**config.mk**
```make
export PLATFORM = sky130hd
export DESIGN_NAME = pcs_mgmt_regs
export DESIGN_NICKNAME = d
export VERILOG_FILES = /design/src/logic/pcs_pkg.sv /design/src/logic/pcs_mgmt_regs.sv /design/src/logic/pcs_led_stretch.sv
export SDC_FILE = /design/constraint.sdc
export NUM_CORES = 1
export LEC_CHECK = 0
export BUFFER_PORTS_ARGS = -buffer_cell sky130_fd_sc_hd__clkbuf_2
export CAP_MARGIN = 20
export CORE_AREA = 2 2 135 203
export CTS_BUF_LIST = sky130_fd_sc_hd__clkbuf_4
export DETAILED_ROUTE_END_ITERATION = 10
export DIE_AREA = 0 0 137 205
export HOLD_SLACK_MARGIN = 0.05
export RECOVER_POWER = 25
export SYNTH_ARGS = -nofsm -noshare
export SYNTH_HDL_FRONTEND = slang
export SYNTH_HIERARCHICAL = 1
export SYNTH_SLANG_ARGS = --single-unit
```
**constraint.sdc**
```tcl
create_clock -name clk_in -period 3.81 [get_ports clk_in]
set_input_delay 0.381 -clock clk_in [delete_from_list [all_inputs] [get_ports clk_in]]
set_output_delay 0.381 -clock clk_in [all_outputs]
set_load 0.01 [all_outputs]
```
**src/logic/pcs_pkg.sv**
```systemverilog
// pcs_pkg: constants, states and carrier types of the management register block.
// assumes a 100 MHz device clock and a management master toggling mdc far slower.
package pcs_pkg;
    // management register addresses
    localparam logic [4:0] PCS_REG_RX_ERR_COUNT = 5'h15;
    localparam logic [4:0] PCS_REG_CTRL_STATUS = 5'h17;
    // management frame layout
    localparam logic [1:0] PCS_OP_READ = 2'h2;
    localparam logic [1:0] PCS_OP_WRITE = 2'h1;
    localparam logic [5:0] PCS_PREAMBLE_BITS = 6'h20;
    localparam logic [4:0] PCS_HDR_LAST = 5'h0c;
    localparam logic [4:0] PCS_DATA_LAST = 5'h0f;
    // writable bits of the control/status word (speed, duplex, reserved excluded)
    localparam logic [15:0] PCS_CSR_WMASK = 16'h3cff;
    localparam logic [15:0] PCS_COUNT_MAX = 16'hffff;
    localparam logic [15:0] PCS_COUNT_RESET = 16'h0000;
    // led stretch: 48 ms least, 72 ms most, at the device clock
    localparam int PCS_STRETCH_MIN_MS = 48;
    localparam int PCS_STRETCH_MAX_MS = 72;
    localparam int PCS_CLK_KHZ = 100000;
    localparam int PCS_STRETCH_CYCLES = PCS_STRETCH_MIN_MS * PCS_CLK_KHZ;
    localparam int PCS_STRETCH_W = 23;
    localparam int PCS_LED_COUNT = 6;

    typedef enum logic [2:0] {
        PCS_ST_PRE = 3'b000,
        PCS_ST_HDR = 3'b001,
        PCS_ST_TA = 3'b010,
        PCS_ST_RDATA = 3'b011,
        PCS_ST_WDATA = 3'b100
    } pcs_mgmt_state_e;

    // control/status word as seen by management, msb first
    typedef struct packed {
        logic [1:0] reserved;
        logic counter_saturate_select;
        logic tx_pair_tristate;
        logic irq_enable;
        logic preamble_suppress;
        logic speed_100;
        logic full_duplex;
        logic activity_both;
        logic [5:0] led_off; // rx, tx/activity, link, collision, full duplex, speed
        logic stretch_disable;
    } pcs_csr_s;

    localparam pcs_csr_s PCS_CSR_RESET = '0;
endpackage : pcs_pkg

```
**src/logic/pcs_mgmt_regs.sv**
```systemverilog
// pcs_mgmt_regs: receive error counter and control/status register behind the mdio port.
// assumes mdc, mdio and the tristate pin are asynchronous pins; status and event inputs
// come from phy logic on clk_in.
`timescale 1ns/1ps
`default_nettype none
module pcs_mgmt_regs
    import pcs_pkg::*;
#(
    parameter int STRETCH_CYCLES = PCS_STRETCH_CYCLES
) (
    input wire logic clk_in,
    input wire logic reset_in,
    input wire logic mdc_in,
    input wire logic mdio_in,
    output logic mdio_out,
    output logic mdio_oe_out,
    input wire logic [4:0] phy_address_in,
    input wire logic rx_dv_in,
    input wire logic rx_err_in,
    input wire logic speed_100_in,
    input wire logic full_duplex_in,
    input wire logic tx_activity_in,
    input wire logic rx_activity_in,
    input wire logic link_up_in,
    input wire logic collision_in,
    input wire logic tx_pair_tristate_pin_in,
    output logic tx_pair_hiz_out,
    output logic counter_saturate_select_out,
    output logic irq_enable_out,
    output logic [PCS_LED_COUNT-1:0] led_out,
    output logic [PCS_LED_COUNT-1:0] led_oe_out
);
    // led index order: 5 rx, 4 tx/activity, 3 link, 2 collision, 1 full duplex, 0 speed
    pcs_csr_s csr;
    logic [15:0] err_count;
    logic err_seen;
    logic [1:0] mdc_sync, mdio_sync, tri_sync;
    logic [4:0] addr_sync1, addr_sync2;
    logic mdc_last;
    pcs_mgmt_state_e state;
    logic [5:0] ones;
    logic [4:0] bit_cnt;
    logic [11:0] hdr_shift;
    logic [15:0] data_shift;
    logic op_read, op_write;
    logic [4:0] reg_sel;
    logic rise, hdr_done, addr_hit, cor_clear, err_inc, wr_commit;
    logic [12:0] hdr;
    logic [15:0] wr_word;
    logic [PCS_LED_COUNT-1:0] led_event;

    // two flops on every pin; only the second stage is read by logic
    always_ff @(posedge clk_in) begin
        if (reset_in) begin
            mdc_sync <= '0;
            mdio_sync <= '0;
            tri_sync <= '0;
            addr_sync1 <= '0;
            addr_sync2 <= '0;
            mdc_last <= 1'b0;
        end else begin
            mdc_sync <= {mdc_sync[0], mdc_in};
            mdio_sync <= {mdio_sync[0], mdio_in};
            tri_sync <= {tri_sync[0], tx_pair_tristate_pin_in};
            addr_sync1 <= phy_address_in;
            addr_sync2 <= addr_sync1;
            mdc_last <= mdc_sync[1];
        end
    end

    // frame decode helpers
    assign rise = mdc_sync[1] && !mdc_last;
    assign hdr = {hdr_shift, mdio_sync[1]};
    assign hdr_done = rise && state == PCS_ST_HDR && bit_cnt == PCS_HDR_LAST;
    assign addr_hit = hdr[12] && hdr[9:5] == addr_sync2;
    assign cor_clear = hdr_done && addr_hit && hdr[11:10] == PCS_OP_READ
        && hdr[4:0] == PCS_REG_RX_ERR_COUNT;
    assign wr_word = {data_shift[14:0], mdio_sync[1]};
    assign wr_commit = rise && state == PCS_ST_WDATA && bit_cnt == PCS_DATA_LAST
        && op_write && reg_sel == PCS_REG_CTRL_STATUS;
    assign err_inc = rx_dv_in && rx_err_in && !err_seen;

    // per-packet error latch so a burst of bad symbols counts once
    always_ff @(posedge clk_in) begin
        if (reset_in) begin
            err_seen <= 1'b0;
        end else if (!rx_dv_in) begin
            err_seen <= 1'b0;
        end else if (rx_err_in) begin
            err_seen <= 1'b1;
        end
    end

    // error counter; an error in the clearing cycle was not in the read value, so it is kept
    always_ff @(posedge clk_in) begin
        if (reset_in) begin
            err_count <= PCS_COUNT_RESET;
        end else if (cor_clear) begin
            err_count <= {15'h0000, err_inc};
        end else if (err_inc) begin
            if (err_count != PCS_COUNT_MAX) begin
                err_count <= err_count + 16'h0001;
            end else if (!csr.counter_saturate_select) begin
                err_count <= PCS_COUNT_RESET;
            end
        end
    end

    // control/status register; speed and duplex track the phy, reserved stays zero
    always_ff @(posedge clk_in) begin
        if (reset_in) begin
            csr <= PCS_CSR_RESET;
        end else begin
            if (wr_commit) begin
                csr <= pcs_csr_s'((csr & ~PCS_CSR_WMASK) | (wr_word & PCS_CSR_WMASK));
            end
            csr.reserved <= 2'h0;
            csr.speed_100 <= speed_100_in;
            csr.full_duplex <= full_duplex_in;
        end
    end

    // management frame receiver and read driver, stepped on mdc rising edges
    always_ff @(posedge clk_in) begin
        if (reset_in) begin
            state <= PCS_ST_PRE;
            ones <= '0;
            bit_cnt <= '0;
            hdr_shift <= '0;
            data_shift <= '0;
            op_read <= 1'b0;
            op_write <= 1'b0;
            reg_sel <= '0;
            mdio_out <= 1'b0;
            mdio_oe_out <= 1'b0;
        end else if (rise) begin
            case (state)
                PCS_ST_PRE: begin
                    if (mdio_sync[1]) begin
                        ones <= (ones == PCS_PREAMBLE_BITS) ? ones : ones + 6'h01;
                    end else begin
                        ones <= '0;
                        // start bit 0 accepted after full preamble, or after idle when suppressed
                        if (ones == PCS_PREAMBLE_BITS || (csr.preamble_suppress && ones != '0)) begin
                            state <= PCS_ST_HDR;
                            bit_cnt <= '0;
                        end
                    end
                end
                PCS_ST_HDR: begin
                    hdr_shift <= hdr[11:0];
                    bit_cnt <= bit_cnt + 5'h01;
                    if (bit_cnt == PCS_HDR_LAST) begin
                        bit_cnt <= '0;
                        op_read <= addr_hit && hdr[11:10] == PCS_OP_READ;
                        op_write <= addr_hit && hdr[11:10] == PCS_OP_WRITE;
                        reg_sel <= hdr[4:0];
                        // unmapped registers read as zero
                        data_shift <= (hdr[4:0] == PCS_REG_RX_ERR_COUNT) ? err_count :
                            (hdr[4:0] == PCS_REG_CTRL_STATUS) ? 16'(csr) : 16'h0000;
                        state <= addr_hit ? PCS_ST_TA : PCS_ST_PRE;
                    end
                end
                PCS_ST_TA: begin
                    bit_cnt <= bit_cnt + 5'h01;
                    if (bit_cnt == '0) begin
                        mdio_oe_out <= op_read; // drive turnaround zero
                        mdio_out <= 1'b0;
                    end else begin
                        bit_cnt <= '0;
                        state <= op_read ? PCS_ST_RDATA : PCS_ST_WDATA;
                        mdio_out <= data_shift[15];
                        data_shift <= {data_shift[14:0], 1'b0};
                    end
                end
                PCS_ST_RDATA: begin
                    bit_cnt <= bit_cnt + 5'h01;
                    mdio_out <= data_shift[15];
                    data_shift <= {data_shift[14:0], 1'b0};
                    if (bit_cnt == PCS_DATA_LAST) begin
                        mdio_oe_out <= 1'b0;
                        mdio_out <= 1'b0;
                        state <= PCS_ST_PRE;
                    end
                end
                PCS_ST_WDATA: begin
                    bit_cnt <= bit_cnt + 5'h01;
                    data_shift <= wr_word;
                    if (bit_cnt == PCS_DATA_LAST) begin
                        state <= PCS_ST_PRE;
                    end
                end
                default: begin
                    state <= PCS_ST_PRE;
                    mdio_oe_out <= 1'b0;
                end
            endcase
        end
    end

    // pin-facing controls; tristate pin or bit both float the pair
    always_ff @(posedge clk_in) begin
        if (reset_in) begin
            tx_pair_hiz_out <= 1'b0;
            counter_saturate_select_out <= 1'b0;
            irq_enable_out <= 1'b0;
            led_oe_out <= '0;
        end else begin
            tx_pair_hiz_out <= csr.tx_pair_tristate || tri_sync[1];
            counter_saturate_select_out <= csr.counter_saturate_select;
            irq_enable_out <= csr.irq_enable;
            led_oe_out <= ~csr.led_off;
        end
    end

    // raw led events; the shared led merges receive activity only when selected
    assign led_event = {rx_activity_in,
        tx_activity_in || (csr.activity_both && rx_activity_in),
        link_up_in, collision_in, full_duplex_in, speed_100_in};

    genvar led_i;
    generate
        for (led_i = 0; led_i < PCS_LED_COUNT; led_i++) begin : g_led
            pcs_led_stretch #(
                .STRETCH_CYCLES(STRETCH_CYCLES)
            ) u_stretch (
                .clk_in(clk_in),
                .reset_in(reset_in),
                .event_in(led_event[led_i]),
                .bypass_in(csr.stretch_disable),
                .led_out(led_out[led_i])
            );
        end
    endgenerate

    chk_count_once: assert property (@(posedge clk_in) disable iff (reset_in)
        (rx_dv_in && err_seen && !cor_clear) |=> err_count == $past(err_count))
        else $error("counter moved twice in one packet");
    chk_count_incr: assert property (@(posedge clk_in) disable iff (reset_in)
        (err_inc && !cor_clear && err_count != 16'hffff) |=> err_count == $past(err_count) + 16'h0001)
        else $error("counter did not advance by one");
    chk_read_clears: assert property (@(posedge clk_in) disable iff (reset_in)
        (cor_clear && !err_inc) |=> err_count == 16'h0000)
        else $error("clearing read left a count");
    chk_clear_keeps: assert property (@(posedge clk_in) disable iff (reset_in)
        (cor_clear && err_inc) |=> err_count == 16'h0001)
        else $error("error lost on clearing read");
    chk_sat_holds: assert property (@(posedge clk_in) disable iff (reset_in)
        (csr.counter_saturate_select && err_count == 16'hffff && !cor_clear) |=> err_count == 16'hffff)
        else $error("saturating counter left ffff");
    chk_wrap_zero: assert property (@(posedge clk_in) disable iff (reset_in)
        (!csr.counter_saturate_select && err_count == 16'hffff && err_inc && !cor_clear) |=> err_count == 16'h0000)
        else $error("counter did not wrap");
    chk_pin_tristate: assert property (@(posedge clk_in) disable iff (reset_in)
        tri_sync[1] |=> tx_pair_hiz_out)
        else $error("tristate pin ignored");
    chk_irq_reset: assert property (@(posedge clk_in)
        reset_in |=> !irq_enable_out && !csr.irq_enable)
        else $error("interrupt enable set after reset");
    chk_short_preamble: assert property (@(posedge clk_in) disable iff (reset_in)
        (rise && state == PCS_ST_PRE && !mdio_sync[1] && ones != 6'h20 && !csr.preamble_suppress)
        |=> state == PCS_ST_PRE)
        else $error("frame taken without preamble");
    chk_speed_track: assert property (@(posedge clk_in) disable iff (reset_in)
        ##1 csr.speed_100 == $past(speed_100_in) && csr.full_duplex == $past(full_duplex_in))
        else $error("speed or duplex status stale");
    chk_led_float: assert property (@(posedge clk_in) disable iff (reset_in)
        csr.led_off[5] |=> !led_oe_out[5])
        else $error("receive led driven while off");
    chk_rsvd_zero: assert property (@(posedge clk_in) disable iff (reset_in)
        ##1 csr.reserved == 2'h0)
        else $error("reserved bits not zero");
    chk_ta_drive: assert property (@(posedge clk_in) disable iff (reset_in)
        (rise && state == PCS_ST_TA && bit_cnt == 5'h00 && op_read) |=> mdio_oe_out && !mdio_out)
        else $error("turnaround zero not driven");
endmodule : pcs_mgmt_regs
`default_nettype wire

```
**src/logic/pcs_led_stretch.sv**
```systemverilog
// pcs_led_stretch: one led channel, stretches short events to a visible pulse.
// assumes the raw event comes from logic on the same clock.
`timescale 1ns/1ps
`default_nettype none
module pcs_led_stretch
    import pcs_pkg::*;
#(
    parameter int STRETCH_CYCLES = PCS_STRETCH_CYCLES
) (
    input wire logic clk_in,
    input wire logic reset_in,
    input wire logic event_in,
    input wire logic bypass_in,
    output logic led_out
);
    localparam logic [PCS_STRETCH_W-1:0] RELOAD = PCS_STRETCH_W'(STRETCH_CYCLES);
    logic [PCS_STRETCH_W-1:0] hold;

    // reload on every event so the pulse outlasts the last event by the least time
    always_ff @(posedge clk_in) begin
        if (reset_in) begin
            hold <= '0;
        end else if (event_in) begin
            hold <= RELOAD;
        end else if (hold != '0) begin
            hold <= hold - 1'b1;
        end
    end

    // bypass shows the raw event; otherwise event or running hold
    always_ff @(posedge clk_in) begin
        if (reset_in) begin
            led_out <= 1'b0;
        end else begin
            led_out <= bypass_in ? event_in : (event_in || hold != '0);
        end
    end

    chk_bypass_follows: assert property (@(posedge clk_in) disable iff (reset_in)
        bypass_in |=> led_out == $past(event_in))
        else $error("led does not follow raw event in bypass");
    chk_stretch_holds: assert property (@(posedge clk_in) disable iff (reset_in)
        (!bypass_in && event_in) ##1 !bypass_in |=> led_out)
        else $error("stretched led dropped too early");
endmodule : pcs_led_stretch
`default_nettype wire

```
==> insert_results.sql <==
INSERT INTO impl_metrics (metric_group, metric, value, unit) VALUES
('cts', 'clkLatencyLatePin', '700', 'ps'),
('route', 'wl_per_cell', '14.9', 'um'),
('global_route', 'wire_length_of_the_first_global_routing_pass', '44600', 'um'),
('layout', 'syn2layout_area_growth', '9.68', '%'),
('critical_path', 'worstPathMaxFanout', '13', ''),
('power_and_ir_drop', 'cellLeakagePower', '4.62', 'nW'),
('critical_path', 'timing.setup.critical_path_class', 'flip-flop to flip-flop', ''),
('critical_path', 'critical_path.n_buffers_inverters', '1', ''),
('timing', 'finalWorstPathRequiredPeriod', '2690', 'ps'),
('global_route', 'gr-usage-all-layers', '19.1', '%'),
('run', 'timing.max_cap.violations', '1', ''),
('timing', 'setup_repair_after_global_routing_missed_its_margin', 'false', ''),
('cts', 'numCtsBuffers', '66', ''),
('timing', 'finalHoldViolations', '0', ''),
('timing', 'layout_worst_path_cycle_share', '70.6', '%'),
('yosys', 'yosysWarningCount', '6', ''),
('power_and_ir_drop', 'netSwitchingPower', '0.00175', 'W'),
('route', 'drc', '0', ''),
('route', 'routed_wirelength', '26400', 'um'),
('timing', 'maxSlewViolCount', '51', ''),
('yosys', 'post_synth.cell_area_avg', '8.87', 'um^2'),
('outcome', 'result_of_the_run', 'finished, violations left', ''),
('yosys', 'ys.flop_type', 'sky130_fd_sc_hd__dfxtp_1', ''),
('cts', 'numClockSinks', '252', ''),
('yosys', 'synthesis.instances', '1343', ''),
('floorplanning', 'coreArea', '26300', 'um^2'),
('power_and_ir_drop', 'power-per-cell-area', '475', 'nW/um^2'),
('layout', 'layout-drive-gt1-share', '14.7', '%'),
('cts', 'cts_tree', 'built', ''),
('global_route', 'grt_remaining_overflow', '0', ''),
('critical_path', 'cp_slowest_stage_delay', '660', 'ps'),
('power_and_ir_drop', 'sw_frac_of_total', '28.2', '%'),
('yosys', 'synth_sequential_area_ratio', '42.4', '%'),
('route', 'drtIter0Drc', '707', ''),
('power_and_ir_drop', 'power.share.combinational', '13.9', '%'),
('timing', 'finalSetupViolations', '0', ''),
('critical_path', 'critical_path.startpoint_type', 'flip-flop', ''),
('yosys', 'flip_flop_and_latch_count_after_synthesis', '252', ''),
('cts', 'max-clock-path-buffers', '3', ''),
('critical_path', 'cp.required', '4330', 'ps'),
('timing', 'totalNegativeSetupSlack', '0', 'ps'),
('global_route', 'largest_net_degree_at_the_start_of_global_routing', '63', ''),
('timing', 'fmax', '372', 'MHz'),
('cts', 'post_cts_resize_count', '0', ''),
('floorplanning', 'placementRows', '73', ''),
('floorplanning', 'die_w', '137', 'um'),
('floorplanning', 'io_pins', '35', ''),
('cts', 'clock-root-buffer', 'sky130_fd_sc_hd__clkbuf_4', ''),
('yosys', 'yosys.area_share.adder', '1.26', '%'),
('critical_path', 'critPathCaptureType', 'flip-flop', ''),
('floorplanning', 'floorplan.initialDensity', '45.3', '%'),
('critical_path', 'worst_path_dominant_cell_family', 'simple AND/OR/NAND/NOR gates', ''),
('yosys', 'synth_edf_count', '0', ''),
('placement', 'port_buffers', '34', ''),
('outcome', 'failed_checks', 'capacitance limit, slew limit', ''),
('layout', 'layout.cells.most_common_list', 'sky130_fd_sc_hd__dfxtp_1 (252), sky130_fd_sc_hd__nor2_1 (167), sky130_fd_sc_hd__clkbuf_4 (93), sky130_fd_sc_hd__nand2_1 (91), sky130_fd_sc_hd__a21oi_1 (80)', ''),
('floorplanning', 'floorplan.die_area', '28100', 'um^2'),
('cts', 'clkSlewWorstSetupHoldPaths', '60', 'ps'),
('critical_path', 'critical_path.cell_chain', 'inv_1, ha_1, or4b_1, or4_1, o211ai_2, or2_2, a31oi_1', ''),
('power_and_ir_drop', 'internal-power', '0.00445', 'W'),
('placement', 'dpl.hpwl', '17300', 'um'),
('power_and_ir_drop', 'vdd_drop_max', '0.250', 'mV'),
('global_route', 'antenna_found_initial', '2', ''),
('yosys', 'muxShareOfSynthArea', '1.76', '%'),
('placement', 'globalplace.congestion', '0.824', ''),
('placement', 'placed_cell_count', '1644', ''),
('floorplanning', 'die-height', '205', 'um'),
('cts', 'htreeDepth', '3', ''),
('cts', 'cts_setup_buffers', '0', ''),
('critical_path', 'timing.critical_path.arrival', '3210', 'ps'),
('timing', 'worst_slew_pin_slew', '2130', 'ps');
[final cells by class]
| cell class | count | area, um^2 | share of cell area (%) |
|---|---|---|---|
| Inverter | 39 | 146 | 1.12 |
| Timing Repair Buffer | 57 | 353 | 2.70 |
| Antenna cell | 2 | 5.00 | 0.0383 |
| Clock buffer | 93 | 698 | 5.34 |
| Sequential cell | 252 | 5040 | 38.6 |
| Clock inverter | 18 | 150 | 1.15 |
| Multi-Input combinational cell | 973 | 6240 | 47.8 |
| Tap cell | 337 | 422 | 3.23 |
[state kept, by name (all words and copies together), names as in the netlist, 2 cells and up]
| register | count |
|---|---|
| led_oe_out | 6 |
| addr_sync2 | 5 |
| bit_cnt | 5 |
| g_led.u_stretch/led_out | 6 |
| mdc_sync | 2 |
| state | 3 |
| reg_sel | 5 |
| ones | 6 |
| err_count | 16 |
| mdio_sync | 2 |
| addr_sync1 | 5 |
| hdr_shift | 12 |
| csr | 14 |
| g_led.u_stretch/hold | 138 |
| tri_sync | 2 |
| data_shift | 16 |
[through the flow]
stage | power [W] | setup slack [ps] | instance area, um^2 | util (%)
after floorplan | 0.00368 | 1660 | 11900 | -
after global placement | 0.00382 | 1290 | 12100 | 46.1
after detailed placement | 0.00383 | 1260 | 12100 | 46.1
after CTS | 0.00633 | 1230 | 13100 | 49.9
after global routing | 0.00659 | 865 | 13100 | 49.7
final | 0.00620 | 1120 | 13100 | 49.7
[path summary, 6_finish.rpt]
check,endpoint,start,slack (ps),cells past startpoint
worst max-delay path,g_led[1].u_stretch/hold[11],g_led[1].u_stretch/hold[0],1120,7
worst min-delay path,err_count[1],rx_dv_in,130,5
worst max register to register,g_led[1].u_stretch/hold[11],g_led[1].u_stretch/hold[0],1120,7
worst min register to register,mdio_sync[1],mdio_sync[0],420,1
[metal layers]
metal | wire length (um) | GRT usage (%) | up-vias | share of wire (%)
li1 | - | - | 5009 | -
met1 | 11700 | 22.4 | 4686 | 44
met2 | 13100 | 33.0 | 169 | 50
met3 | 1100 | 4.63 | 41 | 4.2
met4 | 552 | 7.77 | 0 | 2.1
met5 | 0 | 0 | - | 0
[logic make-up (layout without fill, tap and decap cells)]
| logic type | Yosys count | in the layout |
|---|---|---|
| xor+xnor | 85 | 85 |
| fa+ha+maj | 12 | 12 |
| flops | 252 | 252 |
| mux | 21 | 21 |
| other cells | 0 | 2 |
| simple gates | 560 | 560 |
| buf+inv | 118 | 207 |
| compound gates | 295 | 295 |
[worst register-to-register path, cell delays in order, from the launching register on]
cell,delay (ps)
sky130_fd_sc_hd__dfxtp_1,320
sky130_fd_sc_hd__inv_1,100
sky130_fd_sc_hd__ha_1,180
sky130_fd_sc_hd__or4b_1,470
sky130_fd_sc_hd__or4_1,660
sky130_fd_sc_hd__o211ai_2,540
sky130_fd_sc_hd__or2_2,200
sky130_fd_sc_hd__a31oi_1,70
[power by group through the flow]
stage | clock network, W | logic [W] | registers [W]
6_report | 0.00243 | 0.000864 | 0.00291
5_1_grt | 0.00267 | 0.000980 | 0.00293
4_1_cts | 0.00254 | 0.000878 | 0.00291
3_5_place_dp | 0 | 0.000860 | 0.00297
3_3_place_gp | 0 | 0.000850 | 0.00297
2_1_floorplan | 0 | 0.000756 | 0.00293
[synth_stat cells, types with 12 or more instances]
cell type	n	area, um^2
sky130_fd_sc_hd__nor2b_1	25	156
sky130_fd_sc_hd__xor2_1	55	482
sky130_fd_sc_hd__buf_6	15	169
sky130_fd_sc_hd__or4_4	18	203
sky130_fd_sc_hd__a21oi_1	80	400
sky130_fd_sc_hd__mux2i_1	21	210
sky130_fd_sc_hd__a211oi_1	18	135
sky130_fd_sc_hd__buf_2	12	60.1
sky130_fd_sc_hd__a222oi_1	13	130
sky130_fd_sc_hd__dfxtp_1	252	5040
sky130_fd_sc_hd__o211ai_1	13	97.6
sky130_fd_sc_hd__nand2_1	91	342
sky130_fd_sc_hd__o21a_1	13	97.6
sky130_fd_sc_hd__nand3_1	15	75.1
sky130_fd_sc_hd__o31ai_1	30	225
sky130_fd_sc_hd__or4_2	18	158
sky130_fd_sc_hd__o21ai_0	58	290
sky130_fd_sc_hd__clkbuf_1	45	169
sky130_fd_sc_hd__a31oi_1	26	163
sky130_fd_sc_hd__or2_2	26	163
sky130_fd_sc_hd__xnor2_1	30	263
sky130_fd_sc_hd__nor4_1	35	219
sky130_fd_sc_hd__nor3_1	63	315
sky130_fd_sc_hd__nor2_1	167	627
sky130_fd_sc_hd__ha_1	12	150
sky130_fd_sc_hd__or3_1	22	138
sky130_fd_sc_hd__or4_1	14	105
sky130_fd_sc_hd__inv_1	33	124
[repair_timing]
| action | in CTS | in global routing |
|---|---|---|
| setup endpoints to repair | 0 | 0 |
| hold buffers | 14 | 0 |
| hold endpoints to repair | 16 | 0 |
Note: power is estimated with default switching activity, not from simulation.
